### src/rtl/usp_pkg.sv
// usp_pkg: constants and frame types shared by both ends of the serial host port
// assumes: both ends run on one 100 MHz system clock and meet in usp_if
package usp_pkg;
	localparam int unsigned FRAME_BITS   = 16;
	localparam int unsigned CNT_W        = 5;
	localparam int unsigned TYPE_MSB     = 15;
	localparam int unsigned TYPE_LSB     = 14;
	localparam int unsigned CLK_PERIOD_NS = 10;
	// host serial clock half period, in ns and in system cycles
	localparam int unsigned SCLK_HALF_NS  = 60;
	localparam int unsigned SCLK_HALF_CYC = (SCLK_HALF_NS + CLK_PERIOD_NS - 1) / CLK_PERIOD_NS;
	// select setup and hold around the clock burst
	localparam int unsigned CS_GAP_NS     = 60;
	localparam int unsigned CS_GAP_CYC    = (CS_GAP_NS + CLK_PERIOD_NS - 1) / CLK_PERIOD_NS;
	localparam logic [15:0] RESP_RESET    = 16'h0000;

	typedef logic [FRAME_BITS-1:0] usp_word_t;

	typedef enum logic [1:0] {
		USP_WR_DATA = 2'h2,
		USP_RD_DATA = 2'h0,
		USP_WR_CFG  = 2'h3,
		USP_RD_CFG  = 2'h1
	} usp_kind_e;
endpackage : usp_pkg

### src/rtl/usp_if.sv
// usp_if: the four wires between host and device, plus the device's data out enable
// assumes: device data out only carries meaning while its enable is high
interface usp_if;
	logic cs_n;
	logic sclk;
	logic mosi;
	logic miso;
	logic miso_oe;

	modport host (
		output cs_n,
		output sclk,
		output mosi,
		input  miso
	);
	modport dev (
		input  cs_n,
		input  sclk,
		input  mosi,
		output miso,
		output miso_oe
	);
endinterface : usp_if

### src/rtl/usp_dev.sv
// usp_dev: device end of the serial host port, and the host end beside it
// assumes: link pins arrive asynchronously and are sampled on I_CLK
//
// How it works
// - mode 0, clock idles low
// - every frame is sixteen bits both ways
// - first two bits select transfer type
// - device samples input on rising clock
// - host samples device output on rising clock
// - bit 15 driven when select falls
// - bits 14..0 change on falling clock
// - short frame aborted, nothing written
// - effects happen when select rises
// - counter restarts on every select fall
// - output released while select is high
module usp_dev
	import usp_pkg::*;
(
	input  wire logic      I_CLK,
	input  wire logic      I_RESET,
	input  wire logic      I_CE,
	usp_if.dev             LINK,
	input  wire usp_word_t I_RESP,
	output usp_word_t      O_CMD,
	output usp_kind_e      O_KIND,
	output logic           O_CMD_VLD,
	output logic           O_ABORT,
	output logic           O_BUSY
);
	typedef struct packed {
		logic            cs_d;
		logic            sclk_d;
		logic            busy;
		logic [CNT_W-1:0] cnt;
		usp_word_t       rx;
		usp_word_t       tx;
		logic            miso;
		usp_word_t       cmd;
		usp_kind_e       kind;
		logic            vld;
		logic            abort;
	} usp_dev_s;

	usp_dev_s st_r;
	usp_dev_s st_nxt;
	logic     cs_n_s;
	logic     sclk_s;
	logic     mosi_s;

	usp_sync u_cs (.I_CLK(I_CLK), .I_RESET(I_RESET), .i_ce(I_CE), .i_d(LINK.cs_n),
		.i_rst_val(1'b1), .o_q(cs_n_s));
	usp_sync u_ck (.I_CLK(I_CLK), .I_RESET(I_RESET), .i_ce(I_CE), .i_d(LINK.sclk),
		.i_rst_val(1'b0), .o_q(sclk_s));
	usp_sync u_di (.I_CLK(I_CLK), .I_RESET(I_RESET), .i_ce(I_CE), .i_d(LINK.mosi),
		.i_rst_val(1'b0), .o_q(mosi_s));

	always_comb begin
		st_nxt        = st_r;
		st_nxt.vld    = 1'b0;
		st_nxt.abort  = 1'b0;
		st_nxt.cs_d   = cs_n_s;
		st_nxt.sclk_d = sclk_s;
		if (st_r.cs_d && !cs_n_s) begin
			st_nxt.busy = 1'b1;
			st_nxt.cnt  = '0;
			st_nxt.tx   = I_RESP;
			st_nxt.miso = I_RESP[FRAME_BITS-1];
		end else if (!st_r.cs_d && cs_n_s) begin
			st_nxt.busy = 1'b0;
			if (st_r.busy && st_r.cnt == CNT_W'(FRAME_BITS)) begin
				st_nxt.cmd  = st_r.rx;
				st_nxt.kind = usp_kind_e'(st_r.rx[TYPE_MSB:TYPE_LSB]);
				st_nxt.vld  = 1'b1;
			end else if (st_r.busy) begin
				st_nxt.abort = 1'b1;
			end
		end else if (st_r.busy) begin
			if (!st_r.sclk_d && sclk_s && st_r.cnt < CNT_W'(FRAME_BITS)) begin
				st_nxt.rx  = {st_r.rx[FRAME_BITS-2:0], mosi_s};
				st_nxt.cnt = st_r.cnt + CNT_W'(1);
			end
			if (st_r.sclk_d && !sclk_s && st_r.cnt != '0) begin
				st_nxt.tx   = {st_r.tx[FRAME_BITS-2:0], 1'b0};
				st_nxt.miso = st_r.tx[FRAME_BITS-2];
			end
		end
	end

	always_ff @(posedge I_CLK) begin
		if (I_RESET) begin
			st_r        <= '0;
			st_r.cs_d   <= 1'b1;
			st_r.tx     <= RESP_RESET;
			st_r.kind   <= USP_RD_DATA;
		end else if (I_CE) begin
			st_r <= st_nxt;
		end
	end

	assign LINK.miso    = st_r.miso;
	assign LINK.miso_oe = st_r.busy;
	assign O_CMD        = st_r.cmd;
	assign O_KIND       = st_r.kind;
	assign O_CMD_VLD    = st_r.vld;
	assign O_ABORT      = st_r.abort;
	assign O_BUSY       = st_r.busy;
endmodule // usp_dev
 // usp_host

### src/rtl/usp_sync.sv
// usp_sync: two-flop synchroniser for one level
// assumes: input comes from another clock domain
module usp_sync (
	input  wire logic I_CLK,
	input  wire logic I_RESET,
	input  wire logic i_ce,
	input  wire logic i_d,
	input  wire logic i_rst_val,
	output logic      o_q
);
	logic [1:0] sh_r;

	always_ff @(posedge I_CLK) begin
		if (I_RESET) begin
			sh_r <= {2{i_rst_val}};
		end else if (i_ce) begin
			sh_r <= {sh_r[0], i_d};
		end
	end
	// both stages start at the pin's idle level, so no false edge follows reset
	assign o_q = sh_r[1];
endmodule // usp_sync

### src/flat_wrapper.sv
// flat-port wrapper written by rule: the top's interface ports become plain ports
module usp_dev_flat import usp_pkg::*;
  (I_CLK, I_RESET, I_CE, I_RESP, O_CMD, O_KIND, O_CMD_VLD, O_ABORT, O_BUSY, LINK_cs_n, LINK_sclk, LINK_mosi, LINK_miso, LINK_miso_oe);
  usp_if LINK_i ();
  input  wire logic I_CLK;
  input  wire logic I_RESET;
  input  wire logic I_CE;
  input  wire usp_word_t I_RESP;
  output usp_word_t O_CMD;
  output usp_kind_e O_KIND;
  output logic O_CMD_VLD;
  output logic O_ABORT;
  output logic O_BUSY;
  input wire logic [$bits(LINK_i.cs_n)-1:0] LINK_cs_n;
  input wire logic [$bits(LINK_i.sclk)-1:0] LINK_sclk;
  input wire logic [$bits(LINK_i.mosi)-1:0] LINK_mosi;
  output wire logic [$bits(LINK_i.miso)-1:0] LINK_miso;
  output wire logic [$bits(LINK_i.miso_oe)-1:0] LINK_miso_oe;
  assign LINK_i.cs_n = LINK_cs_n;
  assign LINK_i.sclk = LINK_sclk;
  assign LINK_i.mosi = LINK_mosi;
  assign LINK_miso = LINK_i.miso;
  assign LINK_miso_oe = LINK_i.miso_oe;
  usp_dev u_core (.I_CLK(I_CLK), .I_RESET(I_RESET), .I_CE(I_CE), .LINK(LINK_i), .I_RESP(I_RESP), .O_CMD(O_CMD), .O_KIND(O_KIND), .O_CMD_VLD(O_CMD_VLD), .O_ABORT(O_ABORT), .O_BUSY(O_BUSY));
endmodule
### config.mk
export PLATFORM = sky130hd
export DESIGN_NAME = usp_dev_flat
export DESIGN_NICKNAME = d
export VERILOG_FILES = /design/src/rtl/usp_pkg.sv /design/src/rtl/usp_if.sv /design/src/rtl/usp_dev.sv /design/src/rtl/usp_sync.sv /design/src/flat_wrapper.sv
export SDC_FILE = /design/constraint.sdc
export NUM_CORES = 1
export LEC_CHECK = 0
export CELL_PAD_IN_SITES_DETAIL_PLACEMENT = 1
export CELL_PAD_IN_SITES_GLOBAL_PLACEMENT = 1
export CORE_ASPECT_RATIO = 0.9
export CORE_UTILIZATION = 40
export DETAILED_ROUTE_END_ITERATION = 10
export DONT_BUFFER_PORTS = 1
export GPL_TIMING_DRIVEN = 0
export PLACE_DENSITY = 0.74
export SETUP_SLACK_MARGIN = 0.4
export SYNTH_ARGS = -nofsm -noshare
export SYNTH_HDL_FRONTEND = slang
export SYNTH_SLANG_ARGS = --single-unit
export TNS_END_PERCENT = 20
### constraint.sdc
create_clock -name I_CLK -period 4.5 [get_ports I_CLK]
set_input_delay 0.225 -clock I_CLK [delete_from_list [all_inputs] [get_ports I_CLK]]
set_output_delay 0.225 -clock I_CLK [all_outputs]
set_load 0.02 [all_outputs]
# --- After elaboration in Yosys (flattened, before gate mapping) ---
# Index checks and enable logic that the tools add are counted.
op_classes:
  n_addsub: 1
  magnitude_cmp: 1
  n_eq_ne: 2
  n_mux: 12
  bitwise: 2
  n_reduce_logical: 21
ops:
  columns: ["cell", "count"]
  rows:
  - ["$mux W38", 2]
  - ["$mux W21", 1]
  - ["$mux W17", 1]
  - ["$mux W16", 1]
  - ["$reduce_and A4 Y1", 3]
  - ["$reduce_bool A2 Y1", 4]
  - ["$logic_and A1 B1 Y1", 7]
  - ["$mux W6", 1]
  - ["$add A5 B1 Y5 const B", 1]
  - ["$eq A5 B5 Y1 const B", 1]
  - ["$lt A5 B5 Y1 const B", 1]
  - ["$reduce_and A5 Y1", 1]
  - ["$reduce_bool A5 Y1", 1]
  - ["$logic_not A1 Y1", 4]
  - ["$mux W1", 4]
  - ["$mux W2", 2]
  - ["$ne A2 B1 Y1 const B", 1]
  - ["$not A1 Y1", 2]
  - ["$reduce_and A2 Y1", 1]
totals:
  register_bits: 66
  in_bits: 22
  output_inout_bits: 23

# --- Logic depth before layout (Yosys ltp) ---
# Gate-level depths: netlist (run 1).
logic_depth:
  depth_word: 7
  ltp_mapped: 8

# --- Cells and area by module ---
# Synthesis (run 1) repeated with hierarchy kept, for this count alone.
unflattened:
  hier_cells: 301
  area_unflattened_um2: 2892.8
modules_own_cells:
  columns: ["mod", "n_inst", "cells_per_inst", "area_each_um2"]
  rows:
  - ["usp_dev", 1, 286, 2626.3]
  - ["usp_sync", 3, 5, 88.8]

# --- Least setup slack after synthesis (run 1) ---
# Ideal clock, no wire load.
synth_path:
  path_kind: "reg2reg"
  startpoint: "register u_core.st_r[53] (netlist name)"
  endpoint: "register u_core.st_r[21] (netlist name)"
  setup_ns: 0.129
  arrival_time_ns: 1.522
  path_slack_ns: 2.849
  path_stages_with_launch: 9
  path_buffers: 2
  path_cell_list: "dfxtp_1 > inv_1 > ha_1 > nor4b_4 > o31ai_4 > and2_4 > buf_6 > buf_6 > o32ai_1"
synth_between:
  elab_chain_cells: 4
synth_lines:
  columns: ["element", "line_no", "text"]
  rows:
  - ["from (decl)", "usp_dev.sv:44", "usp_dev_s st_r;"]
  - ["from (signal assigned)", "usp_dev.sv:96", "st_r <= st_nxt;"]
  - ["$reduce_bool A5 Y1", "usp_dev.sv:82", "if (st_r.sclk_d && !sclk_s && st_r.cnt != '0) begin"]
  - ["$logic_and A1 B1 Y1", "usp_dev.sv:82", null]
  - ["$reduce_bool A2 Y1 (no line)", null, null]
  - ["$reduce_and A4 Y1 (no line)", null, null]
# Every way passes these cells.
# A chain may end at the register's enable or synchronous reset.

# --- Final worst setup path (run 1) ---
layout_path:
  startpoint: "register u_core.u_cs.sh_r[1]"
  endpoint: "register u_core.st_r[32] (netlist name)"
layout_between:
  elab_chain_cells: 4
  elab_cells_between_ends: 8
  cone_classes: "eq/ne: 1; mux: 1; reduce/logical: 6"
layout_lines:
  columns: ["element", "line_no", "text"]
  rows:
  - ["from (decl)", "usp_sync.sv:11", "logic [1:0] sh_r;"]
  - ["from (signal assigned)", "usp_sync.sv:15", "sh_r <= {2{i_rst_val}};"]
  - ["from (signal assigned)", "usp_sync.sv:17", "sh_r <= {sh_r[0], i_d};"]
  - ["$logic_not A1 Y1", "usp_dev.sv:63", "if (st_r.cs_d && !cs_n_s) begin"]
  - ["$logic_and A1 B1 Y1", "usp_dev.sv:63", null]
  - ["$ne A2 B1 Y1 (no line) or $reduce_bool A2 Y1 (tied branches)", null, null]
  - ["$reduce_and A4 Y1 (no line)", null, null]
# Parallel ways exist; a longest one is shown, timed or not.

==> results of run 1 <==
-- layer usage --
layer	vias up	track usage [%]	share of wire (%)
li1	1033	-	-
met3	8	6.37	4.3
met2	47	29.3	48
met4	0	6.61	1.8
met5	-	0	0
met1	1007	20.9	46
-- cell families (layout without fill, tap and decap cells) --
| group | Yosys count | in the layout |
|---|---|---|
| compound gates | 75 | 75 |
| xor+xnor | 3 | 3 |
| fa+ha+maj | 5 | 5 |
| buf+inv | 47 | 63 |
| flops | 64 | 64 |
| mux | 23 | 23 |
| simple gates | 80 | 80 |
-- synth_stat cells --
master	count
nor2b_1	3
and3_1	2
and2_4	1
or3_1	1
buf_4	22
dfxtp_1	64
clkbuf_1	6
a22oi_1	15
clkbuf_2	1
a211oi_2	9
and4bb_2	1
and4b_1	1
mux2i_1	23
ha_1	5
nor2_1	27
o31ai_4	1
nand4_1	1
inv_1	8
buf_2	3
buf_1	4
xor2_1	2
nand3_1	2
a211oi_1	6
a21oi_1	35
nor4b_4	1
o32ai_1	1
a2bb2oi_1	1
o21ai_0	2
xnor2_1	1
buf_6	3
and4bb_1	1
o31ai_1	1
nand2_1	39
o211ai_1	4
-- state kept, by name (all words and copies together) (netlist names) --
register             cells
u_core.st_r             38
u_core.O_CMD            14
u_core.O_KIND            2
u_core.u_ck.sh_r         2
u_core.u_cs.sh_r         2
u_core.u_di.sh_r         2
u_core.LINK.miso         1
u_core.LINK.miso_oe      1
u_core.O_ABORT           1
u_core.O_CMD_VLD         1
-- through the flow --
| stage | area, µm² | utilization [%] | worst slack, ns | hold slack [ns] | cells |
|---|---|---|---|---|---|
| CTS | 3070 | 46.2 | 2.48 | 0.0103 | 402 |
| global placement | 2900 | 43.6 | 2.56 | 0.358 | 387 |
| detailed placement | 2900 | 43.6 | 2.51 | 0.367 | 387 |
| floorplan | 2790 | - | 2.85 | 0.353 | 297 |
| global route | 3080 | 46.3 | 2.32 | 0.0225 | 403 |
| finish | 3080 | 46.3 | 2.51 | 0.0433 | 403 |
-- worst max path at each step --
stage	from	slack (ns)	end	depth (start not counted)
after CTS	u_core.u_cs.sh_r[1]	2.48	u_core.st_r[53]	6
after floorplan	u_core.st_r[53]	2.85	u_core.st_r[21]	8
after global routing	u_core.u_cs.sh_r[1]	2.32	u_core.st_r[53]	6
final	u_core.u_cs.sh_r[1]	2.51	u_core.st_r[32]	7
after detailed placement	u_core.u_cs.sh_r[1]	2.51	u_core.st_r[54]	6
after global placement	u_core.u_cs.sh_r[1]	2.56	u_core.st_r[57]	7
-- power groups by stage --
| stage | clock [mW] | combinational (mW) | sequential [mW] |
|---|---|---|---|
| after detailed placement | 0 | 0.0677 | 0.597 |
| final | 0.439 | 0.0675 | 0.584 |
| after global routing | 0.480 | 0.0752 | 0.585 |
| after global placement | 0 | 0.0651 | 0.596 |
| after CTS | 0.456 | 0.0679 | 0.584 |
| after floorplan | 0 | 0.0526 | 0.595 |
-- worst max-delay path: cells and delay by family, from the launching register on --
family	cells	cell delay, ns
AO/OA/AOI/OAI	2	0.33
adder cells (fa/ha/maj)	1	0.24
buffers and inverters	2	0.35
flip-flops	1	0.38
AND/OR/NAND/NOR	2	0.60
-- final cells by class --
class,count,area (µm²)
plain buffers,39,256
clock buffers,12,155
clock inverters,3,17.5
fillers,780,3570
inverters,8,30.0
multi-input cells,186,1220
flip-flops and latches,64,1280
well taps,90,113
repair buffers,1,10.0
-- what timing repair did --
item	CTS	global route
hold buffers	0	1
gates resized for setup	0	0
hold endpoints to repair	0	1
==> flow_metrics.py, run 1 <==
metrics = {
    "status": {
        "run_status": "finished, final reports clean",
    },
    "timing": {
        "timing.final.crit_share_pct": 44.3,
        "final-setup-viol-count": 0,
        "rsz0062_at_grt": "no",
        "fin_setup_tns_ns": 0,
        "hold_viol_final": 0,
        "worst_pin_slew_ns": 0.706,
        "skew_ns": 0.0111,
        "maxSlewViolCount": 0,
        "timing.fmax_mhz": 502,
        "period_needed_ns": 1.99,
        "slew_headroom_pct": 52.5,
    },
    "final_layout": {
        "finish.net_count": 336,
        "area_delta_synth_final_pct": 10.6,
        "drive_gt1_share_pct": 17.9,
        "final_cell_mix": "dfxtp_1, nand2_1, a21oi_1",
        "diodes": 0,
        "final_common_cell": "dfxtp_1",
    },
    "routing": {
        "wl_per_cell_um": 14.8,
        "first_pass_iters": 4,
        "first_iter_violations": 60,
        "num_vias": 2095,
        "drc_errors": 0,
        "antenna_left": 0,
        "wirelength_um": 5970,
        "vias_per_cell": 5.20,
    },
    "synthesis": {
        "yosys_warnings": 0,
        "yosysTopAreaCell": "dfxtp_1",
        "synth_simple_gate_area_share_pct": 13.2,
        "synth_top_area_share_pct": 46.0,
        "synth_nets": 324,
        "ys_seq_elements": 64,
        "synthAdderAreaFrac_pct": 2.24,
        "synth_xor_area_share_pct": 0.943,
        "yosysSeqAreaShare_pct": 46.0,
        "synth_compound_area_share_pct": 19.1,
        "syn_area_um2": 2790,
        "syn_inst": 297,
        "synth_top_family_by_area": "compound AO/OA/AOI/OAI gates",
        "syn_area_per_cell_um2": 9.39,
        "muxShareOfSynthArea_pct": 8.26,
        "synth_top_cells_by_area": "dfxtp_1, mux2i_1, a21oi_1",
        "ys_types": 34,
    },
    "min_path": {
        "hold_path.class": "in -> reg",
        "holdPathEnd": "u_core.u_di.sh_r[0]",
        "whs_path_depth": 2,
        "hp-start": "LINK_mosi",
    },
    "power": {
        "p_per_area_nw_per_um2": 354,
        "p_leak_nw": 1.26,
        "total_power_mw": 1.09,
        "ir_drop_uv": 157,
        "switchingPower_mw": 0.264,
        "seqPwrFrac_pct": 53.5,
        "p_clk_share_pct": 40.3,
        "p_sw_share_pct": 24.2,
        "internal_power_mw": 0.826,
        "combPwrFrac_pct": 6.2,
    },
    "global_route": {
        "overflow": 0,
        "grt_pass1_wl_um": 9970,
        "antenna_found_initial": 0,
        "track_usage_pct": 17.5,
        "grt_start_max_net_pins": 11,
        "grt_pass1_vias": 2081,
    },
    "cts": {
        "htreeDepth": 3,
        "clkLatencyLatePin_ns": 0.34,
        "clkSinkCount": 64,
        "clock-root-buffer": "clkbuf_8",
        "cts_buffers": 9,
        "post_cts_buffers": 0,
        "cts_tree": "yes",
        "cts.path.max_buffers": 2,
        "clkSlewWorstSetupHoldPaths_ns": 0.07,
    },
    "placement": {
        "place.gp.congestion": 0.839,
        "dp_hpwl_um": 4280,
        "numPortBuffers": 0,
    },
    "floorplanning": {
        "die_height_um": 81.2,
        "rows": 28,
        "dieArea_um2": 7310,
        "core_area_um2": 6660,
        "die_width_um": 90.0,
        "start_util_pct": 41.9,
        "pin_count": 45,
    },
    "setup_path": {
        "crit_arrival_ns": 2.24,
        "critPathMaxFanout": 10,
        "worstSetupStartpointType": "flop",
        "cp.required_ns": 4.75,
        "slowest_delay_ns": 0.42,
        "critPathKind": "reg -> reg",
        "r2r-start": "u_core.u_cs.sh_r[1]",
        "cp_cell_sequence": "inv_1, ha_1, nor2b_1, nor2b_1, buf_4, a22oi_1, a211oi_2",
        "r2r_cells": 7,
        "slowest_stage": "nor2b_1",
        "reg2reg_slack_ns": 2.51,
        "end_kind": "flop",
        "worst_path_most_repeated_cell": "nor2b_1",
        "r2r_end": "u_core.st_r[32]",
    },
    "job": {
        "drv_cap": 0,
    },
}
(Power assumes the default switching activity.)
==> run 2, diff against run 1 <==
==> constraint.sdc (replaced) <==
create_clock -name I_CLK -period 1.93 [get_ports I_CLK]
set_input_delay 0.0965 -clock I_CLK [delete_from_list [all_inputs] [get_ports I_CLK]]
set_output_delay 0.0965 -clock I_CLK [all_outputs]
set_load 0.02 [all_outputs]
==> run 2 against run 1 <==
Sequential share of layout area down 4.3 points. Die area stayed put. Critical path depth up 1. Register-to-register slack got worse by 2.1 ns. Global-route usage grew 2.3 points. Total power increased to 2.5 times the previous value. Clock skew down 0.0040 ns. Via count is 6.3% higher. Sequential cell count unchanged. Cell count up 5.7%. Cell area is 13% higher. Critical path type unchanged. Critical endpoint is now u_core.st_r[28].
==> flow_metrics.py, run 2 (same netlist as run 1, synthesis figures left out) <==
metrics = {
    "status": {
        "run_status": "finished, final reports clean",
    },
    "cts": {
        "cts.path.max_buffers": 2,
        "clkSinkCount": 64,
        "clkSlewWorstSetupHoldPaths_ns": 0.07,
        "cts_buffers": 9,
        "clock-root-buffer": "clkbuf_8",
        "cts_tree": "yes",
        "clkLatencyLatePin_ns": 0.34,
        "htreeDepth": 3,
    },
    "final_layout": {
        "largest-register": "u_core.st_r",
        "area_delta_synth_final_pct": 24.7,
        "nFillCells": 785,
        "diodes": 0,
        "finish.net_count": 359,
        "drive_gt1_share_pct": 30.4,
        "largest_reg_flops": 38,
        "final_common_cell": "dfxtp_1",
        "final_cell_mix": "dfxtp_1, nand2_1, buf_4",
        "fin_util_pct": 52.2,
    },
    "timing": {
        "timing.final.crit_share_pct": 81.4,
        "fin_setup_tns_ns": 0,
        "timing.fmax_mhz": 636,
        "period_needed_ns": 1.57,
        "slew_headroom_pct": 53.4,
        "worst_pin_slew_ns": 0.700,
        "maxSlewViolCount": 0,
        "final-setup-viol-count": 0,
        "skew_ns": 0.00718,
        "rsz0062_at_grt": "yes",
        "hold_viol_final": 0,
    },
    "global_route": {
        "grt_pass1_wl_um": 11300,
        "overflow": 0,
        "track_usage_pct": 19.8,
        "grt_pass1_vias": 2335,
        "grt_start_max_net_pins": 11,
        "antenna_found_initial": 0,
    },
    "floorplanning": {
        "core_area_um2": 6660,
        "pin_count": 45,
        "start_util_pct": 41.9,
        "rows": 28,
        "die_width_um": 90.0,
        "dieArea_um2": 7310,
        "die_height_um": 81.2,
    },
    "placement": {
        "place.gp.congestion": 0.800,
        "numPortBuffers": 0,
        "dp_hpwl_um": 4330,
    },
    "setup_path": {
        "worstSetupStartpointType": "flop",
        "slowest_stage": "dfxtp_2",
        "end_kind": "flop",
        "cp.required_ns": 2.19,
        "cp_num_buf_inv": 3,
        "critPathKind": "reg -> reg",
        "crit_arrival_ns": 1.83,
        "critPathMaxFanout": 8,
        "cp_cell_sequence": "inv_2, ha_4, nor4b_4, o31ai_4, and2_4, buf_8, buf_12, a211oi_2",
        "cp_top_family": "simple AND/OR/NAND/NOR gates",
        "slowest_delay_ns": 0.32,
    },
    "routing": {
        "wirelength_um": 7120,
        "num_vias": 2227,
        "antenna_left": 0,
        "first_pass_iters": 4,
        "vias_per_cell": 5.23,
        "first_iter_violations": 72,
        "drc_errors": 0,
        "wl_per_cell_um": 16.7,
    },
    "power": {
        "ir_drop_uv": 796,
        "p_leak_nw": 1.43,
        "p_per_area_nw_per_um2": 797,
    },
    "job": {
        "drv_cap": 0,
    },
    "min_path": {
        "hold_path.class": "in -> reg",
    },
}
-- run 2: final cells by class --
class / count / area (µm²) / share of cell area, %
well taps: 90 / 113 / 3.24
plain buffers: 39 / 317 / 9.11
inverters: 8 / 32.5 / 0.936
flip-flops and latches: 64 / 1290 / 37.3
multi-input cells: 186 / 1300 / 37.4
clock buffers: 12 / 165 / 4.75
repair buffers: 24 / 214 / 6.16
clock inverters: 3 / 40.0 / 1.15
-- run 2: per-stage QoR --
step / setup WS (ns) / cells / power (mW) / cell area (µm²) / hold WS, ns
finish: 0.359 / 426 / 2.77 / 3480 / 0.00578
global route: 0.284 / 426 / 2.87 / 3480 / 0.0415
CTS: 0.323 / 421 / 2.77 / 3350 / 0.00543
detailed placement: 0.0297 / 387 / 1.55 / 2920 / 0.239
global placement: -0.0176 / 387 / 1.55 / 2920 / 0.229
floorplan: 0.383 / 297 / 1.51 / 2810 / 0.224
-- run 2: where the power goes --
group	leakage, nW	total, mW	switching (mW)	internal (mW)
Sequential	0.520	1.36	0.0182	1.34
Combinational	0.798	0.222	0.122	0.0999
Clock	0.108	1.19	0.496	0.690
-- run 2: worst min-delay path, delay by kind of cell --
| kind | cells | cell delay [ns] |
|---|---|---|
| AND/OR/NAND/NOR | 1 | 0.08 |
| buffers and inverters | 1 | 0.07 |
| AO/OA/AOI/OAI | 1 | 0.06 |
-- run 2: worst paths after layout --
kind	start	to	slack [ns]	depth (start not counted)
worst min-delay path	I_CE	u_core.O_CMD_VLD	0.006	3
worst min register to register	u_core.u_di.sh_r[1]	u_core.st_r[37]	0.46	2
worst max register to register	u_core.st_r[53]	u_core.st_r[28]	0.36	8
worst max-delay path	u_core.st_r[53]	u_core.st_r[28]	0.36	8
-- run 2: routing by layer --
| metal | vias to the layer above | global-route usage (%) | wire (µm) |
|---|---|---|---|
| met3 | 11 | 4.87 | 275 |
| met5 | - | 0 | 0 |
| met4 | 0 | 7.58 | 99 |
| li1 | 1083 | - | - |
| met1 | 1089 | 22.7 | 3130 |
| met2 | 44 | 36.3 | 3610 |
-- run 2: repair_timing --
item	4_1_cts	5_1_grt
setup buffers	11	4
gates cloned	2	1
hold endpoints to repair	6	0
pin swaps	3	4
hold buffers	6	0
endpoints found under the setup margin	48	47
gates resized for setup	25	22
==> run 3, diff against run 2 <==
--- a/config.mk
+++ b/config.mk
@@ -12,7 +12,7 @@
 export DETAILED_ROUTE_END_ITERATION = 10
 export DONT_BUFFER_PORTS = 1
 export GPL_TIMING_DRIVEN = 0
-export PLACE_DENSITY = 0.74
+export PLACE_DENSITY = 0.77
 export SETUP_SLACK_MARGIN = 0.4
 export SYNTH_ARGS = -nofsm -noshare
 export SYNTH_HDL_FRONTEND = slang
==> constraint.sdc (replaced) <==
create_clock -name I_CLK -period 1.4 [get_ports I_CLK]
set_input_delay 0.07 -clock I_CLK [delete_from_list [all_inputs] [get_ports I_CLK]]
set_output_delay 0.07 -clock I_CLK [all_outputs]
set_load 0.02 [all_outputs]
==> run 3 against run 2 <==
The flow now finishes with violations (setup timing). Total power is 31% higher. Fmax hardly changed. Count of clock-buffer cells in the layout unchanged. Critical path type unchanged. Sequential power grew 38%. Highest routed layer unchanged. Cell count shrank 0.94%. Core utilization up 0.15 points. First-iteration DRC count rose by 13%. Non-clock buffer count decreased by 4. Clock power rose by 19%. Worst hold slack improved by 0.025 ns. Largest power group unchanged. Routed wire length shrank 8.1%.
==> flow_metrics.py, run 3 (same netlist as run 1, synthesis figures left out) <==
metrics = {
    "status": {
        "run_status": "finished with violations",
        "violations": "setup timing",
    },
    "global_route": {
        "grt_start_max_net_pins": 11,
        "grt_pass1_vias": 2247,
        "overflow": 0,
        "track_usage_pct": 18.9,
        "grt_pass1_wl_um": 10800,
        "antenna_found_initial": 0,
    },
    "routing": {
        "antenna_left": 0,
        "num_vias": 2188,
        "first_pass_iters": 4,
        "first_iter_violations": 81,
        "drc_errors": 0,
        "wl_per_cell_um": 15.5,
        "wirelength_um": 6540,
        "vias_per_cell": 5.18,
    },
    "final_layout": {
        "largest_reg_flops": 38,
        "final_common_cell": "dfxtp_1",
        "fin_util_pct": 52.4,
        "area_delta_synth_final_pct": 25.0,
        "finish.net_count": 355,
        "final_cell_mix": "dfxtp_1, nand2_1, buf_4",
        "finalNonFillerCells": 422,
        "diodes": 0,
        "largest-register": "u_core.st_r",
        "nFillCells": 774,
        "drive_gt1_share_pct": 33.1,
    },
    "power": {
        "p_per_area_nw_per_um2": 1040,
        "combPwrFrac_pct": 8.9,
        "switchingPower_mw": 0.904,
        "p_sw_share_pct": 24.9,
        "p_clk_share_pct": 39.3,
        "ir_drop_uv": 594,
        "p_leak_nw": 1.41,
        "seqPwrFrac_pct": 51.8,
        "internal_power_mw": 2.72,
    },
    "setup_path": {
        "critPathKind": "reg -> reg",
        "end_kind": "flop",
        "r2r_cells": 8,
        "crit_arrival_ns": 1.78,
        "worstSetupStartpointType": "flop",
        "cp.required_ns": 1.61,
        "critPathMaxFanout": 10,
    },
    "timing": {
        "final-setup-viol-count": 43,
        "holdWs_ns": 0.0305,
        "hold_viol_final": 0,
        "timing.fmax_mhz": 636,
        "period_needed_ns": 1.57,
        "timing.final.crit_share_pct": 112,
        "worst_pin_slew_ns": 0.707,
        "rsz0062_at_grt": "yes",
        "maxSlewViolCount": 0,
        "setup_slack_ns": -0.172,
        "slew_headroom_pct": 52.8,
        "skew_ns": 0.00688,
    },
    "floorplanning": {
        "rows": 28,
        "start_util_pct": 41.9,
        "die_width_um": 90.0,
        "pin_count": 45,
        "die_height_um": 81.2,
        "dieArea_um2": 7310,
        "core_area_um2": 6660,
    },
    "placement": {
        "dp_worst_setup_slack_ns": -0.546,
        "dp_hpwl_um": 4120,
        "numPortBuffers": 0,
        "dp_cells": 387,
        "place.gp.congestion": 0.754,
    },
    "job": {
        "drv_cap": 0,
    },
    "cts": {
        "htreeDepth": 3,
        "clkSlewWorstSetupHoldPaths_ns": 0.07,
        "clkLatencyLatePin_ns": 0.34,
        "cts.path.max_buffers": 2,
        "clock-root-buffer": "clkbuf_8",
        "cts_tree": "yes",
        "cts_buffers": 9,
        "clkSinkCount": 64,
    },
    "min_path": {
        "hold_path.class": "in -> reg",
        "whs_path_depth": 2,
    },
}
==> run 3: cell types whose count changed in the layout (fill, tap and decap cells not counted), moves of 2 or more <==
cell      before  now
a21oi_1       31   26
a211oi_1       4    0
clkbuf_8      12   14
buf_4         37   33
inv_1          6    4
inv_2          1    4
a211oi_2      11   15
a21oi_2        4    9
buf_8          3    1
==> run 3: layer usage <==
layer	wire, µm	share of wire (%)	global-route usage, %
met5	0	0	0
met1	2980	46	22.1
met2	3150	48	33.3
met3	300	4.6	5.71
met4	112	1.7	6.61
==> run 3: worst paths after layout <==
kind | startpoint | endpoint | slack (ns)
setup reg to reg | u_core.st_r[53] | u_core.O_CMD[5] | -0.17
hold reg to reg | u_core.u_di.sh_r[1] | u_core.st_r[37] | 0.46
hold / removal | I_RESP[3] | u_core.st_r[24] | 0.03
setup / recovery | u_core.st_r[53] | u_core.O_CMD[5] | -0.17
==> run 3: cell type report <==
cell class,count,area (µm²),area share [%]
multi-input combinational,186,1350,38.8
sequential,64,1290,37.1
clock buffer,12,155,4.45
timing repair buffer,20,189,5.42
clock inverter,3,17.5,0.503
buffer,39,334,9.58
inverter,8,30.0,0.861
tap,90,113,3.23
==> run 3: critical path, cell delays in order, from the launching register on <==
cell and delay (ns):
dfxtp_2 0.34, inv_2 0.05, ha_4 0.15, and4bb_2 0.23, nand4_1 0.13, buf_6 0.16
buf_12 0.15, mux2i_1 0.19, nor2_1 0.05
==> run 3: timing repair <==
item / CTS / global route
gates cloned: 1 / 0
setup buffers: 13 / 0
pin swaps: 5 / 9
hold buffers: 6 / 0
resized for setup: 39 / 18
endpoints found under the setup margin: 57 / 57
endpoints found under the hold margin: 6 / 0
==> run 3: metrics by stage <==
step / total power [mW] / TNS (ns) / instance area [µm²]
floorplan: 2.09 / -3.58 / 2810
global placement: 2.13 / -14.22 / 2920
detailed placement: 2.14 / -15.82 / 2920
CTS: 3.64 / -5.56 / 3420
global route: 3.77 / -9.75 / 3490
finish: 3.63 / -5.19 / 3490
==> run 3: power groups by stage <==
stage               Combinational (mW)  Clock (mW)  Sequential [mW]
global placement                 0.213           0             1.92
global route                     0.352        1.54             1.88
CTS                              0.297        1.46             1.88
floorplan                        0.174           0             1.91
finish                           0.323        1.42             1.88
detailed placement               0.219           0             1.92
